<file path="src/core/pmrcp_defines.svh">
// Constants for the controller-side port of one PHY channel.
// Assumes inclusion by bare name from core and bench files.
`ifndef PMRCP_DEFINES_SVH
`define PMRCP_DEFINES_SVH

// ==========================================
// Receive buffer shape
`define PMRCP_FIFO_DEPTH 4
`define PMRCP_FIFO_WIDTH 6
`define PMRCP_FIFO_ERR_BIT 5
`define PMRCP_FIFO_FIFTH_BIT 4

// ==========================================
// Line symbols
`define PMRCP_TX_ERR_SYM 5'h04
`define PMRCP_RMII_DATA_MASK 4'h3

// ==========================================
// Management frame
`define PMRCP_PREAMBLE_LEN 6'h20
`define PMRCP_OP_READ 2'h2
`define PMRCP_FIELD_LEN 6'h05
`define PMRCP_OP_LEN 6'h02
`define PMRCP_DATA_LEN 6'h10
`define PMRCP_IRQ_REG_ADDR 5'h11
`define PMRCP_CHAN_RESET 2'h0

`endif

</file>
<file path="src/core/pmrcp_pkg.sv">
// Types shared by the controller-side port of one PHY channel.
// Assumes nothing of its surroundings.
package pmrcp_pkg;

  // ==========================================
  // Management frame states
  typedef enum logic [2:0] {
    M_IDLE  = 3'b000,
    M_START = 3'b001,
    M_OP    = 3'b010,
    M_PHY   = 3'b011,
    M_REG   = 3'b100,
    M_TA    = 3'b101,
    M_DATA  = 3'b110
  } pmrcp_mstate_t;

endpackage

</file>
<file path="src/core/pmrcp_fifo.sv">
// Small synchronous FIFO with valid and ready on both sides.
// Assumes both sides run on mclk with a synchronous active-high reset.
`timescale 1ns/1ns
module pmrcp_fifo #(
  parameter int WIDTH = 6,
  parameter int DEPTH = 4
) (
  input wire logic mclk,
  input wire logic rst,
  input wire logic in_valid,
  output logic in_ready,
  input wire logic [WIDTH-1:0] in_data,
  output logic out_valid,
  input wire logic out_ready,
  output logic [WIDTH-1:0] out_data
);
  localparam int AW = $clog2(DEPTH);

  logic [WIDTH-1:0] mem [DEPTH];
  logic [AW-1:0] wr_ptr, rd_ptr, next_wr_ptr, next_rd_ptr;
  logic [AW:0] count, next_count;
  logic do_wr, do_rd;

  // ==========================================
  // Pointer and count update
  always_comb begin
    in_ready = (count != (AW+1)'(DEPTH));
    out_valid = (count != '0);
    do_wr = in_valid && in_ready;
    do_rd = out_valid && out_ready;
    next_wr_ptr = do_wr ? AW'(wr_ptr + 1'b1) : wr_ptr;
    next_rd_ptr = do_rd ? AW'(rd_ptr + 1'b1) : rd_ptr;
    next_count = count;
    if (do_wr && !do_rd) begin
      next_count = (AW+1)'(count + 1'b1);
    end else if (do_rd && !do_wr) begin
      next_count = (AW+1)'(count - 1'b1);
    end
    out_data = mem[rd_ptr];
  end

  always_ff @(posedge mclk) begin
    if (rst) begin
      wr_ptr <= '0;
      rd_ptr <= '0;
      count <= '0;
    end else begin
      wr_ptr <= next_wr_ptr;
      rd_ptr <= next_rd_ptr;
      count <= next_count;
    end
    if (do_wr) begin
      mem[wr_ptr] <= in_data;
    end
  end
endmodule

</file>
<file path="src/core/pmrcp_port.sv">
// Controller-side MII/RMII port of one PHY channel, with its management
// interrupt and address match.
// Assumes line-side logic on mclk; pins and the reference clock are asynchronous.
// How it works
// - Transmit inputs are taken on rising transmit clock edges only.
// - Transmit data and error are ignored while transmit enable is low.
// - MII takes four transmit bits; RMII takes only the two low bits.
// - Transmit error with enable high sends the error symbol on the line in MII without encoder bypass.
// - Encoder bypass makes transmit error the fifth data bit; unused in RMII.
// - Receive outputs change only on falling receive clock edges.
// - Carrier sense follows line carrier, updated on falling receive clock.
// - Receive data valid marks decoded nibbles; held low in RMII.
// - MII gives four receive bits; RMII gives only the two low bits.
// - Receive error shows line coding errors, updated on falling receive clock.
// - Decoder bypass puts the fifth received bit on the error output; unused in RMII.
// - Collision is high while transmit and receive activity coincide.
// - Management data is shifted in and out on management clock rises.
// - Interrupt pulls low when a monitored bit changes value.
// - Interrupt releases only after every changed bit is read out.
// - Interface select high picks RMII, low picks MII.
`timescale 1ns/1ns
`include "pmrcp_defines.svh"
module pmrcp_port #(
  parameter logic [1:0] CHAN = `PMRCP_CHAN_RESET
) (
  input wire logic mclk,
  input wire logic rst,
  input wire logic ref_clk_in,
  input wire logic rmii_sel,
  input wire logic bypass_enc,
  input wire logic bypass_dec,
  output logic tx_clk,
  input wire logic tx_en,
  input wire logic [3:0] txd,
  input wire logic tx_er,
  output logic rx_clk,
  output logic [3:0] rxd,
  output logic rx_dv,
  output logic rx_er,
  output logic crs,
  output logic col,
  output logic [4:0] line_tx_data,
  output logic line_tx_valid,
  output logic line_tx_err,
  input wire logic line_rx_valid,
  output logic line_rx_ready,
  input wire logic [3:0] line_rx_data,
  input wire logic line_rx_fifth,
  input wire logic line_rx_code_err,
  input wire logic line_rx_carrier,
  input wire logic mdc,
  input wire logic mdio_in,
  output logic mdio_out,
  output logic mdio_oe,
  input wire logic [2:0] phy_addr_strap_hi,
  input wire logic [15:0] monitor_bits,
  output logic mgmt_irq_n,
  output logic mgmt_irq_oe
);

  // ==========================================
  // Pin synchronisers
  localparam int SW = 13;
  logic [SW-1:0] sync1, sync2, next_sync1, next_sync2;
  logic ref_s, tx_en_s, tx_er_s, rmii_s, mdc_s, mdio_s;
  logic [3:0] txd_s;
  logic [2:0] strap_s;

  always_comb begin
    next_sync1 = {ref_clk_in, tx_en, txd, tx_er, rmii_sel, mdc, mdio_in, phy_addr_strap_hi};
    next_sync2 = sync1;
    {ref_s, tx_en_s, txd_s, tx_er_s, rmii_s, mdc_s, mdio_s, strap_s} = sync2;
  end

  // Not reset, so the straps are settled when reset captures the address
  always_ff @(posedge mclk) begin
    sync1 <= next_sync1;
    sync2 <= next_sync2;
  end

  // ==========================================
  // Clock outputs and edge detect
  logic clk_q, next_clk_q, tx_rise, rx_fall;

  always_comb begin
    next_clk_q = ref_s;
    tx_rise = ref_s && !clk_q;
    rx_fall = !ref_s && clk_q;
    tx_clk = clk_q;
    rx_clk = clk_q;
  end

  // ==========================================
  // Transmit path
  logic [4:0] next_line_tx_data;
  logic next_line_tx_valid, next_line_tx_err;

  always_comb begin
    next_line_tx_data = line_tx_data;
    next_line_tx_valid = line_tx_valid;
    next_line_tx_err = line_tx_err;
    if (tx_rise) begin
      next_line_tx_valid = tx_en_s;
      next_line_tx_err = 1'b0;
      next_line_tx_data = 5'h00;
      if (tx_en_s) begin
        if (rmii_s) begin
          next_line_tx_data = {1'b0, txd_s & `PMRCP_RMII_DATA_MASK};
        end else if (bypass_enc) begin
          next_line_tx_data = {tx_er_s, txd_s};
        end else if (tx_er_s) begin
          next_line_tx_data = `PMRCP_TX_ERR_SYM;
          next_line_tx_err = 1'b1;
        end else begin
          next_line_tx_data = {1'b0, txd_s};
        end
      end
    end
  end

  always_ff @(posedge mclk) begin
    if (rst) begin
      clk_q <= 1'b0;
      line_tx_data <= 5'h00;
      line_tx_valid <= 1'b0;
      line_tx_err <= 1'b0;
    end else begin
      clk_q <= next_clk_q;
      line_tx_data <= next_line_tx_data;
      line_tx_valid <= next_line_tx_valid;
      line_tx_err <= next_line_tx_err;
    end
  end

  // ==========================================
  // Receive path
  logic fifo_valid;
  logic [`PMRCP_FIFO_WIDTH-1:0] fifo_data;
  logic [3:0] next_rxd;
  logic next_rx_dv, next_rx_er, next_crs, next_col;

  pmrcp_fifo #(
    .WIDTH(`PMRCP_FIFO_WIDTH),
    .DEPTH(`PMRCP_FIFO_DEPTH)
  ) u_rx_fifo (
    .mclk(mclk),
    .rst(rst),
    .in_valid(line_rx_valid),
    .in_ready(line_rx_ready),
    .in_data({line_rx_code_err, line_rx_fifth, line_rx_data}),
    .out_valid(fifo_valid),
    .out_ready(rx_fall),
    .out_data(fifo_data)
  );

  always_comb begin
    next_rxd = rxd;
    next_rx_dv = rx_dv;
    next_rx_er = rx_er;
    next_crs = crs;
    next_col = line_tx_valid && crs;
    if (rx_fall) begin
      next_crs = line_rx_carrier;
      next_rx_dv = fifo_valid && !rmii_s;
      next_rxd = 4'h0;
      next_rx_er = 1'b0;
      if (fifo_valid) begin
        next_rxd = rmii_s ? (fifo_data[3:0] & `PMRCP_RMII_DATA_MASK) : fifo_data[3:0];
        next_rx_er = (bypass_dec && !rmii_s) ? fifo_data[`PMRCP_FIFO_FIFTH_BIT] : fifo_data[`PMRCP_FIFO_ERR_BIT];
      end
    end
  end

  always_ff @(posedge mclk) begin
    if (rst) begin
      rxd <= 4'h0;
      rx_dv <= 1'b0;
      rx_er <= 1'b0;
      crs <= 1'b0;
      col <= 1'b0;
    end else begin
      rxd <= next_rxd;
      rx_dv <= next_rx_dv;
      rx_er <= next_rx_er;
      crs <= next_crs;
      col <= next_col;
    end
  end

  // ==========================================
  // Management frame and interrupt
  pmrcp_pkg::pmrcp_mstate_t mstate, next_mstate;
  logic [5:0] cnt, next_cnt;
  logic [1:0] op_sh, next_op_sh;
  logic [4:0] phy_sh, next_phy_sh, reg_sh, next_reg_sh, my_addr, next_my_addr;
  logic [15:0] snap, next_snap, latch, next_latch, mon_q, clr_mask, latch_at_read, next_latch_at_read;
  logic mdc_q, mdc_rise, hit, next_hit, next_mdio_out, next_mdio_oe;

  always_comb begin
    mdc_rise = mdc_s && !mdc_q;
    next_mstate = mstate;
    next_cnt = cnt;
    next_op_sh = op_sh;
    next_phy_sh = phy_sh;
    next_reg_sh = reg_sh;
    next_snap = snap;
    next_hit = hit;
    next_mdio_out = mdio_out;
    next_mdio_oe = mdio_oe;
    next_my_addr = my_addr;
    next_latch_at_read = latch_at_read;
    clr_mask = 16'h0000;
    if (mdc_rise) begin
      next_cnt = 6'(cnt + 1'b1);
      case (mstate)
        pmrcp_pkg::M_IDLE: begin
          if (mdio_s) begin
            next_cnt = (cnt == `PMRCP_PREAMBLE_LEN) ? cnt : 6'(cnt + 1'b1);
          end else begin
            next_cnt = 6'h00;
            if (cnt == `PMRCP_PREAMBLE_LEN) begin
              next_mstate = pmrcp_pkg::M_START;
            end
          end
        end
        pmrcp_pkg::M_START: begin
          next_cnt = 6'h00;
          next_mstate = mdio_s ? pmrcp_pkg::M_OP : pmrcp_pkg::M_IDLE;
        end
        pmrcp_pkg::M_OP: begin
          next_op_sh = {op_sh[0], mdio_s};
          if (next_cnt == `PMRCP_OP_LEN) begin
            next_cnt = 6'h00;
            next_mstate = pmrcp_pkg::M_PHY;
          end
        end
        pmrcp_pkg::M_PHY: begin
          next_phy_sh = {phy_sh[3:0], mdio_s};
          if (next_cnt == `PMRCP_FIELD_LEN) begin
            next_cnt = 6'h00;
            next_mstate = pmrcp_pkg::M_REG;
          end
        end
        pmrcp_pkg::M_REG: begin
          next_reg_sh = {reg_sh[3:0], mdio_s};
          if (next_cnt == `PMRCP_FIELD_LEN) begin
            next_cnt = 6'h00;
            next_mstate = pmrcp_pkg::M_TA;
            next_hit = (op_sh == `PMRCP_OP_READ) && (phy_sh == my_addr) && (next_reg_sh == `PMRCP_IRQ_REG_ADDR);
            next_snap = latch;
            next_latch_at_read = latch;
          end
        end
        pmrcp_pkg::M_TA: begin
          if (cnt == 6'h00) begin
            next_mdio_oe = hit;
            next_mdio_out = 1'b0;
          end else begin
            next_cnt = 6'h00;
            next_mstate = pmrcp_pkg::M_DATA;
            next_mdio_out = snap[15];
            next_snap = {snap[14:0], 1'b0};
          end
        end
        pmrcp_pkg::M_DATA: begin
          next_mdio_out = snap[15];
          next_snap = {snap[14:0], 1'b0};
          if (next_cnt == `PMRCP_DATA_LEN) begin
            next_cnt = 6'h00;
            next_mstate = pmrcp_pkg::M_IDLE;
            next_mdio_oe = 1'b0;
            next_mdio_out = 1'b0;
            next_hit = 1'b0;
            clr_mask = hit ? latch_at_read : 16'h0000;
          end
        end
        default: begin
          next_cnt = 6'h00;
          next_mstate = pmrcp_pkg::M_IDLE;
        end
      endcase
    end
    next_latch = (latch & ~clr_mask) | (monitor_bits ^ mon_q);
    mgmt_irq_n = 1'b0;
    mgmt_irq_oe = (latch != 16'h0000);
  end

  always_ff @(posedge mclk) begin
    if (rst) begin
      mstate <= pmrcp_pkg::M_IDLE;
      cnt <= 6'h00;
      op_sh <= 2'h0;
      phy_sh <= 5'h00;
      reg_sh <= 5'h00;
      snap <= 16'h0000;
      latch <= 16'h0000;
      latch_at_read <= 16'h0000;
      hit <= 1'b0;
      mdc_q <= 1'b0;
      mdio_out <= 1'b0;
      mdio_oe <= 1'b0;
      mon_q <= monitor_bits;
      my_addr <= {strap_s, CHAN};
    end else begin
      mstate <= next_mstate;
      cnt <= next_cnt;
      op_sh <= next_op_sh;
      phy_sh <= next_phy_sh;
      reg_sh <= next_reg_sh;
      snap <= next_snap;
      latch <= next_latch;
      latch_at_read <= next_latch_at_read;
      hit <= next_hit;
      mdc_q <= mdc_s;
      mdio_out <= next_mdio_out;
      mdio_oe <= next_mdio_oe;
      mon_q <= monitor_bits;
      my_addr <= next_my_addr;
    end
  end
endmodule

</file>
<file path="config.mk">
export PLATFORM = sky130hd
export DESIGN_NAME = pmrcp_port
export DESIGN_NICKNAME = d
export VERILOG_FILES = /design/src/core/pmrcp_pkg.sv /design/src/core/pmrcp_fifo.sv /design/src/core/pmrcp_port.sv
export VERILOG_INCLUDE_DIRS = /design/src /design/src/core
export SDC_FILE = /design/constraint.sdc
export NUM_CORES = 1
export LEC_CHECK = 0
export BUFFER_PORTS_ARGS = -buffer_cell sky130_fd_sc_hd__buf_2
export CAP_MARGIN = 15
export CORE_ASPECT_RATIO = 2
export CORE_UTILIZATION = 66
export CTS_BUF_LIST = sky130_fd_sc_hd__clkbuf_4 sky130_fd_sc_hd__clkbuf_8
export CTS_CLUSTER_DIAMETER = 80
export DETAILED_ROUTE_END_ITERATION = 12
export HOLD_SLACK_MARGIN = 0.02
export PLACE_DENSITY = 0.88
export SYNTH_ARGS = -nofsm -noshare
export SYNTH_HDL_FRONTEND = slang
export SYNTH_HIERARCHICAL = 1
export SYNTH_SLANG_ARGS = --single-unit
</file>
<file path="constraint.sdc">
create_clock -name mclk -period 5.04 [get_ports mclk]
set_input_delay 1.008 -clock mclk [delete_from_list [all_inputs] [get_ports mclk]]
set_output_delay 1.008 -clock mclk [all_outputs]
set_load 0.02 [all_outputs]
</file>
== After elaboration in Yosys (flattened, before gate mapping) ==
Memory sizes are Yosys's and may differ from the RTL's. A register that Yosys moved wholly into a read port is not among the register bits.
Cells that the tools add are included.

* Bits in latches: 0
* Bits of input ports: 41
* Memories kept: 1
* Register bits: 140
* ROM bits: 0
* Word-level logic and storage cells: 147
* Memory bits (writable): 24

* $lt $le $gt $ge: 0
* Shifts and indexed selects: 0
* Div/mod/pow operators: 0
* Bitwise logic cells: 4
* Add/sub/neg operators: 5
* Eq/ne operators: 23
* Multipliers: 0
* Muxes and demuxes: 49
* Reduce and logical (&&, ||, !) cells: 37

{| class="wikitable"
|+ Memories
! name !! words !! width !! read ports !! clocked after Yosys merged registers in !! write ports !! RTL line !! text
|-
| u_rx_fifo.mem || 4 || 6 || 1 || 1 || 1 || pmrcp_fifo.sv:19 || <nowiki>logic [WIDTH-1:0] mem [DEPTH];</nowiki>
|}

{| class="wikitable"
|+ Operators with widths
! operator !! count
|-
| 16-bit 2-to-1 mux || 6
|-
| 16-bit one-hot mux with 3 select lines || 1
|-
| 6-bit 2-to-1 mux || 6
|-
| 6-bit one-hot mux with 5 select lines || 1
|-
| 3-bit 2-to-1 mux || 9
|-
| 3-bit one-hot mux with 7 select lines || 1
|-
| 16-bit bitwise AND || 1
|-
| 2-bit != test, second input constant || 8
|-
| 16-bit inverter || 1
|-
| 16-bit bitwise OR || 1
|-
| 16-bit nonzero test || 1
|-
| 16-bit XOR || 1
|-
| 5-bit 2-to-1 mux || 3
|-
| 1-bit 2-to-1 mux || 13
|-
| 1-bit logical AND || 12
|-
| 4-bit 2-to-1 mux || 3
|-
| 4-bit AND reduction || 3
|-
| 2-bit AND reduction || 5
|-
| 3-bit == test, second input constant || 3
|-
| 8-bit AND reduction || 1
|-
| 6-bit by 1-bit adder with 6-bit output, second input constant || 1
|-
| 3-bit by 2-bit == test with 1-bit output, second input constant || 2
|-
| 6-bit by 2-bit == test with 1-bit output, second input constant || 1
|-
| 6-bit by 3-bit == test with 1-bit output, second input constant || 1
|-
| other kinds (19) || 33
|}

== Logic depth before layout (Yosys ltp) ==
Gate-level depths: netlist of run 1.

* Depth after elaboration: 8
* Gate-level depth with buffers: 11
* Mapped depth without buffers: 9

== Hierarchy ==
The synthesis of run 1 kept the hierarchy.

{| class="wikitable"
|+ By module, submodules not included
! module !! seq. area each (sq um) !! instances !! area an instance (sq um) !! cells an instance
|-
| pmrcp_port || 2692.6 || 1 || 5215.0 || 524
|-
| pmrcp_fifo || 900.9 || 1 || 1346.3 || 79
|}

== Worst setup path before layout of run 1 ==
Ideal clock, no wire load.

* Kind: input to register
* From: input port line_rx_valid
* To: register u_rx_fifo.count[2]
* Stages: 7
* Library setup time: 70 ps
* Setup slack: 2562 ps
* Data arrival time: 2408 ps
* Data required time: 4970 ps
* Path through: a21boi_4 -> ha_1 -> inv_1 -> fa_1 -> xor2_1 -> or3_1 -> a21oi_1

* Cells in the longest elaborated chain, start to end: 4

{| class="wikitable"
|+ Ends and longest elaborated chain
! element !! RTL line !! text
|-
| start: declaration || pmrcp_port.sv:45 || <nowiki>input wire logic line_rx_valid,</nowiki>
|-
| 1-bit logical AND (*) || pmrcp_fifo.sv:29 || <nowiki>do_wr = in_valid && in_ready;</nowiki>
|-
| 1-bit zero test || pmrcp_fifo.sv:36 || <nowiki>end else if (do_rd && !do_wr) begin</nowiki>
|-
| 1-bit logical AND || pmrcp_fifo.sv:36 ||
|-
| 2-bit nonzero test (no source line) || - ||
|-
| end signal: assignment || pmrcp_fifo.sv:50 || <nowiki>count <= next_count;</nowiki>
|-
| end: declaration || pmrcp_fifo.sv:21 || <nowiki>logic [AW:0] count, next_count;</nowiki>
|}

Every way passes the cells marked *; elsewhere a longest branch is shown, timed or not.
A chain may end at the register's enable or synchronous reset.

== Worst setup path in the final report of run 1 ==
* From: register mstate[2]
* To: register latch_at_read[3]

* Cells in the longest elaborated chain, start to end: 2

{| class="wikitable"
|+ Ends and longest elaborated chain
! element !! RTL line !! text
|-
| start: declaration || pmrcp_port.sv:192 || <nowiki>pmrcp_pkg::pmrcp_mstate_t mstate, next_mstate;</nowiki>
|-
| start signal: assignment || pmrcp_port.sv:290 || <nowiki>mstate <= pmrcp_pkg::M_IDLE;</nowiki>
|-
| start signal: assignment || pmrcp_port.sv:305 || <nowiki>mstate <= next_mstate;</nowiki>
|-
| 3-bit == test || pmrcp_port.sv:215 || <nowiki>case (mstate)</nowiki>
|-
| 3-bit AND reduction (no source line) || - ||
|-
| end signal: assignment || pmrcp_port.sv:312 || <nowiki>latch_at_read <= next_latch_at_read;</nowiki>
|-
| end: declaration || pmrcp_port.sv:196 || <nowiki>logic [15:0] snap, next_snap, latch, next_latch, mon_q, clr_mask, latch_at_read, next_latch_at_read;</nowiki>
|}

Every way passes these cells.

==> results.sh, run 1 <==
export IMPL_powerDensity_nw_per_um2=364
export IMPL_synth_flop_cell="dfxtp_1"
export IMPL_via_per_inst=5.78
export IMPL_grt_busiest_layer="met2"
export IMPL_min_path_type="reg2reg"
export IMPL_wl_per_cell_um=16.4
export IMPL_slew_limit_headroom=0.263
export IMPL_grt_use_met1=0.265
export IMPL_critical_path_cell_chain="nand2b_1, nor3_2, and3_1, mux2i_1, nor2_1"
export IMPL_via_count=4563
export IMPL_dpl_instance_area_um2=6810
export IMPL_path_buf_inv=0
export IMPL_synthDistinctLibCells=67
export IMPL_syn_inst=603
export IMPL_cp_arrival_ns=2.99
export IMPL_cts_tree="built"
export IMPL_fp_row_count=51
export IMPL_start_kind="flop"
export IMPL_synth_warnings=6
export IMPL_synth_edff_count=27
export IMPL_crit_required_ns=5.32
export IMPL_drive_above_1_share=0.187
export IMPL_status="finished, final reports clean"
export IMPL_grt_pass1_vias=4473
export IMPL_gr_usage_met3=0.0579
export IMPL_tightestPinTransition_ns=1.11
export IMPL_clock_latency_ns=0.43
export IMPL_maxCapViolCount=0
export IMPL_numCtsBuffers=17
export IMPL_htree_levels=4
export IMPL_cp_max_fo=20
export IMPL_slew_violations=0
export IMPL_yosys_register_bits=166
export IMPL_drtIter0Drc=407
export IMPL_io_pins=63
export IMPL_tns_ns=0
export IMPL_die_area_um2=10400
export IMPL_die_x_um=72.5
export IMPL_gp_congestion=0.919
export IMPL_p_total_mw=2.61
export IMPL_syn_nets=654
export IMPL_drt_pass1_iterations=5
export IMPL_stdcell_count=790
export IMPL_cpPeakStageDelay_ns=0.91
export IMPL_grt_pass1_wl_um=20500
export IMPL_die_height_um=143
export IMPL_use_met2=0.477
export IMPL_crit_slowest_cell="and3_1"
export IMPL_ir_worst_vdd_v=0.000353
export IMPL_p_leak_nw=2.78
export IMPL_fmax_ghz=0.369
export IMPL_grt_max_degree=102
export IMPL_area_delta_synth_final_pct=9.32
export IMPL_async_flop_share=0
export IMPL_fin_area_um2=7170
export IMPL_placed_cells=758
export IMPL_timing_final_crit_period_ns=2.71
export IMPL_gr_total_overflow=0
export IMPL_path_clk_slew_ns=0.09
export IMPL_postCtsSetupBuffers=0
export IMPL_cts_sinks=166
export IMPL_rsz0062_at_grt="no"
export IMPL_clockBufferDepth=2
export IMPL_ys_seq_area_frac=0.548
export IMPL_coreArea_um2=9700
export IMPL_antenna_found_initial=0
export IMPL_synth_area_um2=6560
export IMPL_start_util=0.676
export IMPL_io_buffers=61
export IMPL_period_share=0.537
export IMPL_skew_ns=0.0115
export IMPL_avgSynthCellArea_um2=10.9
export IMPL_cp_end_kind="flop"
export IMPL_crit_family="simple AND/OR/NAND/NOR gates"
export IMPL_worst_setup_path_type="reg2reg"
export IMPL_root_buffer="clkbuf_8"
export IMPL_wirelength_um=12900
export IMPL_final_nets=696
export IMPL_cts_resized_gates=0
export IMPL_hold_buffers=0
export IMPL_antenna_cells=0
export IMPL_drcViolationCount=0
export IMPL_setup_viol=0
export IMPL_dp_hpwl_um=8980
export IMPL_hold_viol_final=0
export IMPL_grt_use_total=0.258
export IMPL_ant_nets=0
placed cells by master, fill, tap and decap left out, types with 9 or more instances in the layout:
cell	instances
xnor2_1	20
mux2i_1	47
a211oi_2	10
a21oi_1	48
o21ai_0	28
ha_1	9
nor2_1	58
edfxtp_1	27
inv_1	26
dfxtp_1	139
nand3_1	10
nand2_1	17
nand2b_1	12
clkbuf_8	17
buf_2	60
nor2b_1	9
cell usage after synthesis (all sizes together), types with 3 or more instances:
cell type,instances,area (µm²)
and3,4,25.0
xor2,7,61.3
a31o,3,26.3
inv,26,97.6
a31oi,3,18.8
nor3,8,45.0
nor4,4,25.0
nand4,7,43.8
o21ai,30,150
a22oi,7,52.6
nor2,59,224
and2,6,40.0
o2111ai,3,26.3
or3,3,20.0
a21oi,49,249
nor2b,9,56.3
buf,19,153
clkbuf,19,71.3
nand2b,12,75.1
mux2i,47,470
edfxtp,27,811
nand3,10,50.1
ha,9,113
a211oi,16,170
nand2,17,63.8
dfxtp,139,2780
mux4,6,135
xnor2,20,175
state kept, by name, summed over array words and instances, names as in the netlist, 4 cells and up, named ones only:
register       flops
cnt                6
latch             16
latch_at_read     16
line_tx_data       5
mon_q             16
next_sync2        13
phy_sh             5
reg_sh             4
rxd                4
snap              16
sync2             13
u_rx_fifo/mem     24
metrics by stage:
| step | setup WS, ns | utilization | hold WS [ns] |
|---|---|---|---|
| global route | 2.11 | 0.740 | 0.334 |
| detailed placement | 2.35 | 0.703 | 0.312 |
| global placement | 2.44 | 0.703 | 0.311 |
| floorplan | 2.56 | - | 0.310 |
| CTS | 2.34 | 0.740 | 0.333 |
| finish | 2.33 | 0.740 | 0.332 |
layer usage:
metal | wire length, µm | vias to the layer above
met5 | 0 | -
met3 | 475 | 25
met2 | 7320 | 130
met1 | 4770 | 2207
li1 | - | 2201
met4 | 367 | 0
report_power, final:
group          switching, mW  internal, mW  leakage [nW]  total (mW)
Combinational          0.150         0.117          1.21       0.267
Sequential            0.0651          1.42          1.39        1.49
Clock                  0.497         0.361         0.179       0.858
kinds of logic after synthesis:
kind of cell             synth area share
other                            0.000572
flip-flops                          0.548
XOR/XNOR                           0.0360
buffers and inverters              0.0490
adder cells (fa/ha/maj)            0.0202
AO/OA/AOI/OAI                       0.132
multiplexers                       0.0963
AND/OR/NAND/NOR                     0.118
cell type report:
type / count / area (µm²)
Timing Repair Buffer: 61 / 308
Tap cell: 132 / 165
Clock inverter: 14 / 118
Clock buffer: 18 / 241
Sequential cell: 166 / 3590
Fill cell: 720 / 2530
Inverter: 26 / 97.6
Multi-Input combinational cell: 373 / 2650
final timing paths:
kind / start / end / slack (ns) / depth (start not counted)
setup / recovery: mstate[2] / latch_at_read[3] / 2.33 / 5
hold / removal: next_sync2[11] / sync2[11] / 0.33 / 0
setup reg to reg: mstate[2] / latch_at_read[3] / 2.33 / 5
hold reg to reg: next_sync2[11] / sync2[11] / 0.33 / 0
(Power assumes the default switching activity.)
==> inputs of run 2 (changes only) <==
--- a/config.mk
+++ b/config.mk
@@ -9,12 +9,12 @@
 export BUFFER_PORTS_ARGS = -buffer_cell sky130_fd_sc_hd__buf_2
 export CAP_MARGIN = 15
 export CORE_ASPECT_RATIO = 2
-export CORE_UTILIZATION = 66
+export CORE_UTILIZATION = 61
 export CTS_BUF_LIST = sky130_fd_sc_hd__clkbuf_4 sky130_fd_sc_hd__clkbuf_8
 export CTS_CLUSTER_DIAMETER = 80
 export DETAILED_ROUTE_END_ITERATION = 12
 export HOLD_SLACK_MARGIN = 0.02
-export PLACE_DENSITY = 0.88
+export PLACE_DENSITY = 0.82
 export SYNTH_ARGS = -nofsm -noshare
 export SYNTH_HDL_FRONTEND = slang
 export SYNTH_HIERARCHICAL = 1
==> constraint.sdc (replaced) <==
create_clock -name mclk -period 2.7 [get_ports mclk]
set_input_delay 0.54 -clock mclk [delete_from_list [all_inputs] [get_ports mclk]]
set_output_delay 0.54 -clock mclk [all_outputs]
set_load 0.02 [all_outputs]
==> run 2 against run 1 <==
Effect of this change: via count grew 0.92%; cell count up 1.9%; worst hold slack lost 0.15 ns; combinational power increased by 79%; sequential cell count unchanged.
==> results.sh, run 2 (synthesis gave the netlist of run 1 again) <==
export IMPL_final_cell_mix="dfxtp_1 (139), buf_2 (60), nor2_1 (58)"
export IMPL_io_pins=63
export IMPL_switching_share=0.280
export IMPL_die_x_um=75.3
export IMPL_start_util=0.626
export IMPL_p_leak_nw=2.84
export IMPL_final_nets=706
export IMPL_timing_final_crit_period_ns=2.43
export IMPL_hold_viol_final=0
export IMPL_cts_sinks=166
export IMPL_postCtsSetupBuffers=0
export IMPL_grt_pass1_wl_um=21000
export IMPL_layout_commonest_cell="dfxtp_1"
export IMPL_cts_tree="built"
export IMPL_fp_row_count=53
export IMPL_p_switching_mw=1.38
export IMPL_crit_slowest_cell="a21oi_2"
export IMPL_die_height_um=149
export IMPL_dp_hpwl_um=9100
export IMPL_drt_pass1_iterations=4
export IMPL_start_kind="flop"
export IMPL_drtIter0Drc=277
export IMPL_grt_pass1_vias=4711
export IMPL_htree_levels=4
export IMPL_grt_max_degree=60
export IMPL_antenna_found_initial=0
export IMPL_largest_register_ffs=24
export IMPL_fillCellCount=826
export IMPL_powerDensity_nw_per_um2=679
export IMPL_fmax_ghz=0.412
export IMPL_maxCapViolCount=0
export IMPL_cpPeakStageDelay_ns=0.61
export IMPL_pre_cts_ws_ns=0.355
export IMPL_wirelength_um=13000
export IMPL_worst_slack_ns=0.272
export IMPL_ant_nets=0
export IMPL_via_count=4605
export IMPL_multi_input_area_um2=2650
export IMPL_min_path_type="in2reg"
export IMPL_ir_worst_vdd_v=0.000652
export IMPL_io_buffers=61
export IMPL_crit_required_ns=3.01
export IMPL_via_per_inst=5.72
export IMPL_antenna_cells=0
export IMPL_p_int_mw=3.56
export IMPL_die_area_um2=11200
export IMPL_slew_limit_headroom=0.263
export IMPL_status="finished, final reports clean"
export IMPL_coreArea_um2=10500
export IMPL_slew_violations=0
export IMPL_numCtsBuffers=17
export IMPL_clock_latency_ns=0.45
export IMPL_grt_use_total=0.249
export IMPL_tns_ns=0
export IMPL_cp_end_kind="flop"
export IMPL_pwr_share_clk=0.342
export IMPL_area_delta_synth_final_pct=10.9
export IMPL_cp_max_fo=18
export IMPL_root_buffer="clkbuf_8"
export IMPL_setup_viol=0
export IMPL_tightestPinTransition_ns=1.11
export IMPL_seqCellArea_um2=3590
export IMPL_gp_congestion=0.884
export IMPL_gr_total_overflow=0
export IMPL_clockBufferDepth=2
export IMPL_path_clk_slew_ns=0.10
export IMPL_hold_buffers=0
export IMPL_seq_power_share=0.562
export IMPL_skew_ns=0.0138
export IMPL_drive_above_1_share=0.202
export IMPL_p_comb_frac=0.097
export IMPL_drcViolationCount=0
export IMPL_wl_per_cell_um=16.1
export IMPL_critical_path_cell_chain="inv_1, ha_1, or4b_4, o21ai_1, a21oi_2, and2_4, a211oi_1"
export IMPL_rsz0062_at_grt="no"
export IMPL_top_register="u_rx_fifo/mem"
export IMPL_period_share=0.899
export IMPL_cp_arrival_ns=2.74
export IMPL_cts_resized_gates=0
export IMPL_worst_setup_path_type="reg2reg"
run 2: routing by layer:
| metal | vias up | routed length, µm | part of all wire | track usage |
|---|---|---|---|---|
| li1 | 2237 | - | - | - |
| met1 | 2219 | 4850 | 0.37 | 0.250 |
| met2 | 113 | 7230 | 0.56 | 0.451 |
| met3 | 36 | 392 | 0.030 | 0.0576 |
| met4 | 0 | 491 | 0.038 | 0.134 |
| met5 | - | 0 | 0 | 0 |
run 2: worst paths after layout:
path	start	endpoint	slack [ns]	cells past startpoint
hold / removal	phy_addr_strap_hi[2]	next_sync2[2]	0.18	1
setup / recovery	cnt[0]	snap[1]	0.27	7
setup reg to reg	cnt[0]	snap[1]	0.27	7
hold reg to reg	next_sync2[0]	sync2[0]	0.33	0
run 2: critical path, delay by kind of cell, from the launching register on:
family / cells / cell delay (ns)
AO/OA/AOI/OAI: 3 / 0.82
adder cells (fa/ha/maj): 1 / 0.22
buffers and inverters: 1 / 0.12
flip-flops: 1 / 0.48
AND/OR/NAND/NOR: 2 / 0.64
run 2: power groups by stage:
stage / clock network, mW / logic (mW) / registers (mW)
2_1_floorplan: 0 / 0.346 / 2.81
3_3_place_gp: 0 / 0.453 / 2.82
3_5_place_dp: 0 / 0.475 / 2.83
4_1_cts: 1.73 / 0.483 / 2.78
5_1_grt: 1.84 / 0.528 / 2.80
6_report: 1.69 / 0.479 / 2.78
run 2: layout make-up:
| class | instances | share of cell area |
|---|---|---|
| Sequential cell | 166 | 0.494 |
| Multi-Input combinational cell | 373 | 0.364 |
| Timing Repair Buffer | 71 | 0.0526 |
| Clock buffer | 17 | 0.0321 |
| Tap cell | 137 | 0.0235 |
| Clock inverter | 15 | 0.0206 |
| Inverter | 26 | 0.0134 |
run 2: through the flow:
stage	total power [mW]	cells	hold WS [ns]	instance area, µm²	util
6_report	4.95	805	0.180	7280	0.695
5_1_grt	5.16	805	0.154	7280	0.695
4_1_cts	4.99	805	0.162	7280	0.695
3_5_place_dp	3.31	773	0.312	6900	0.658
3_3_place_gp	3.27	773	0.310	6900	0.658
2_1_floorplan	3.15	603	0.310	6560	-
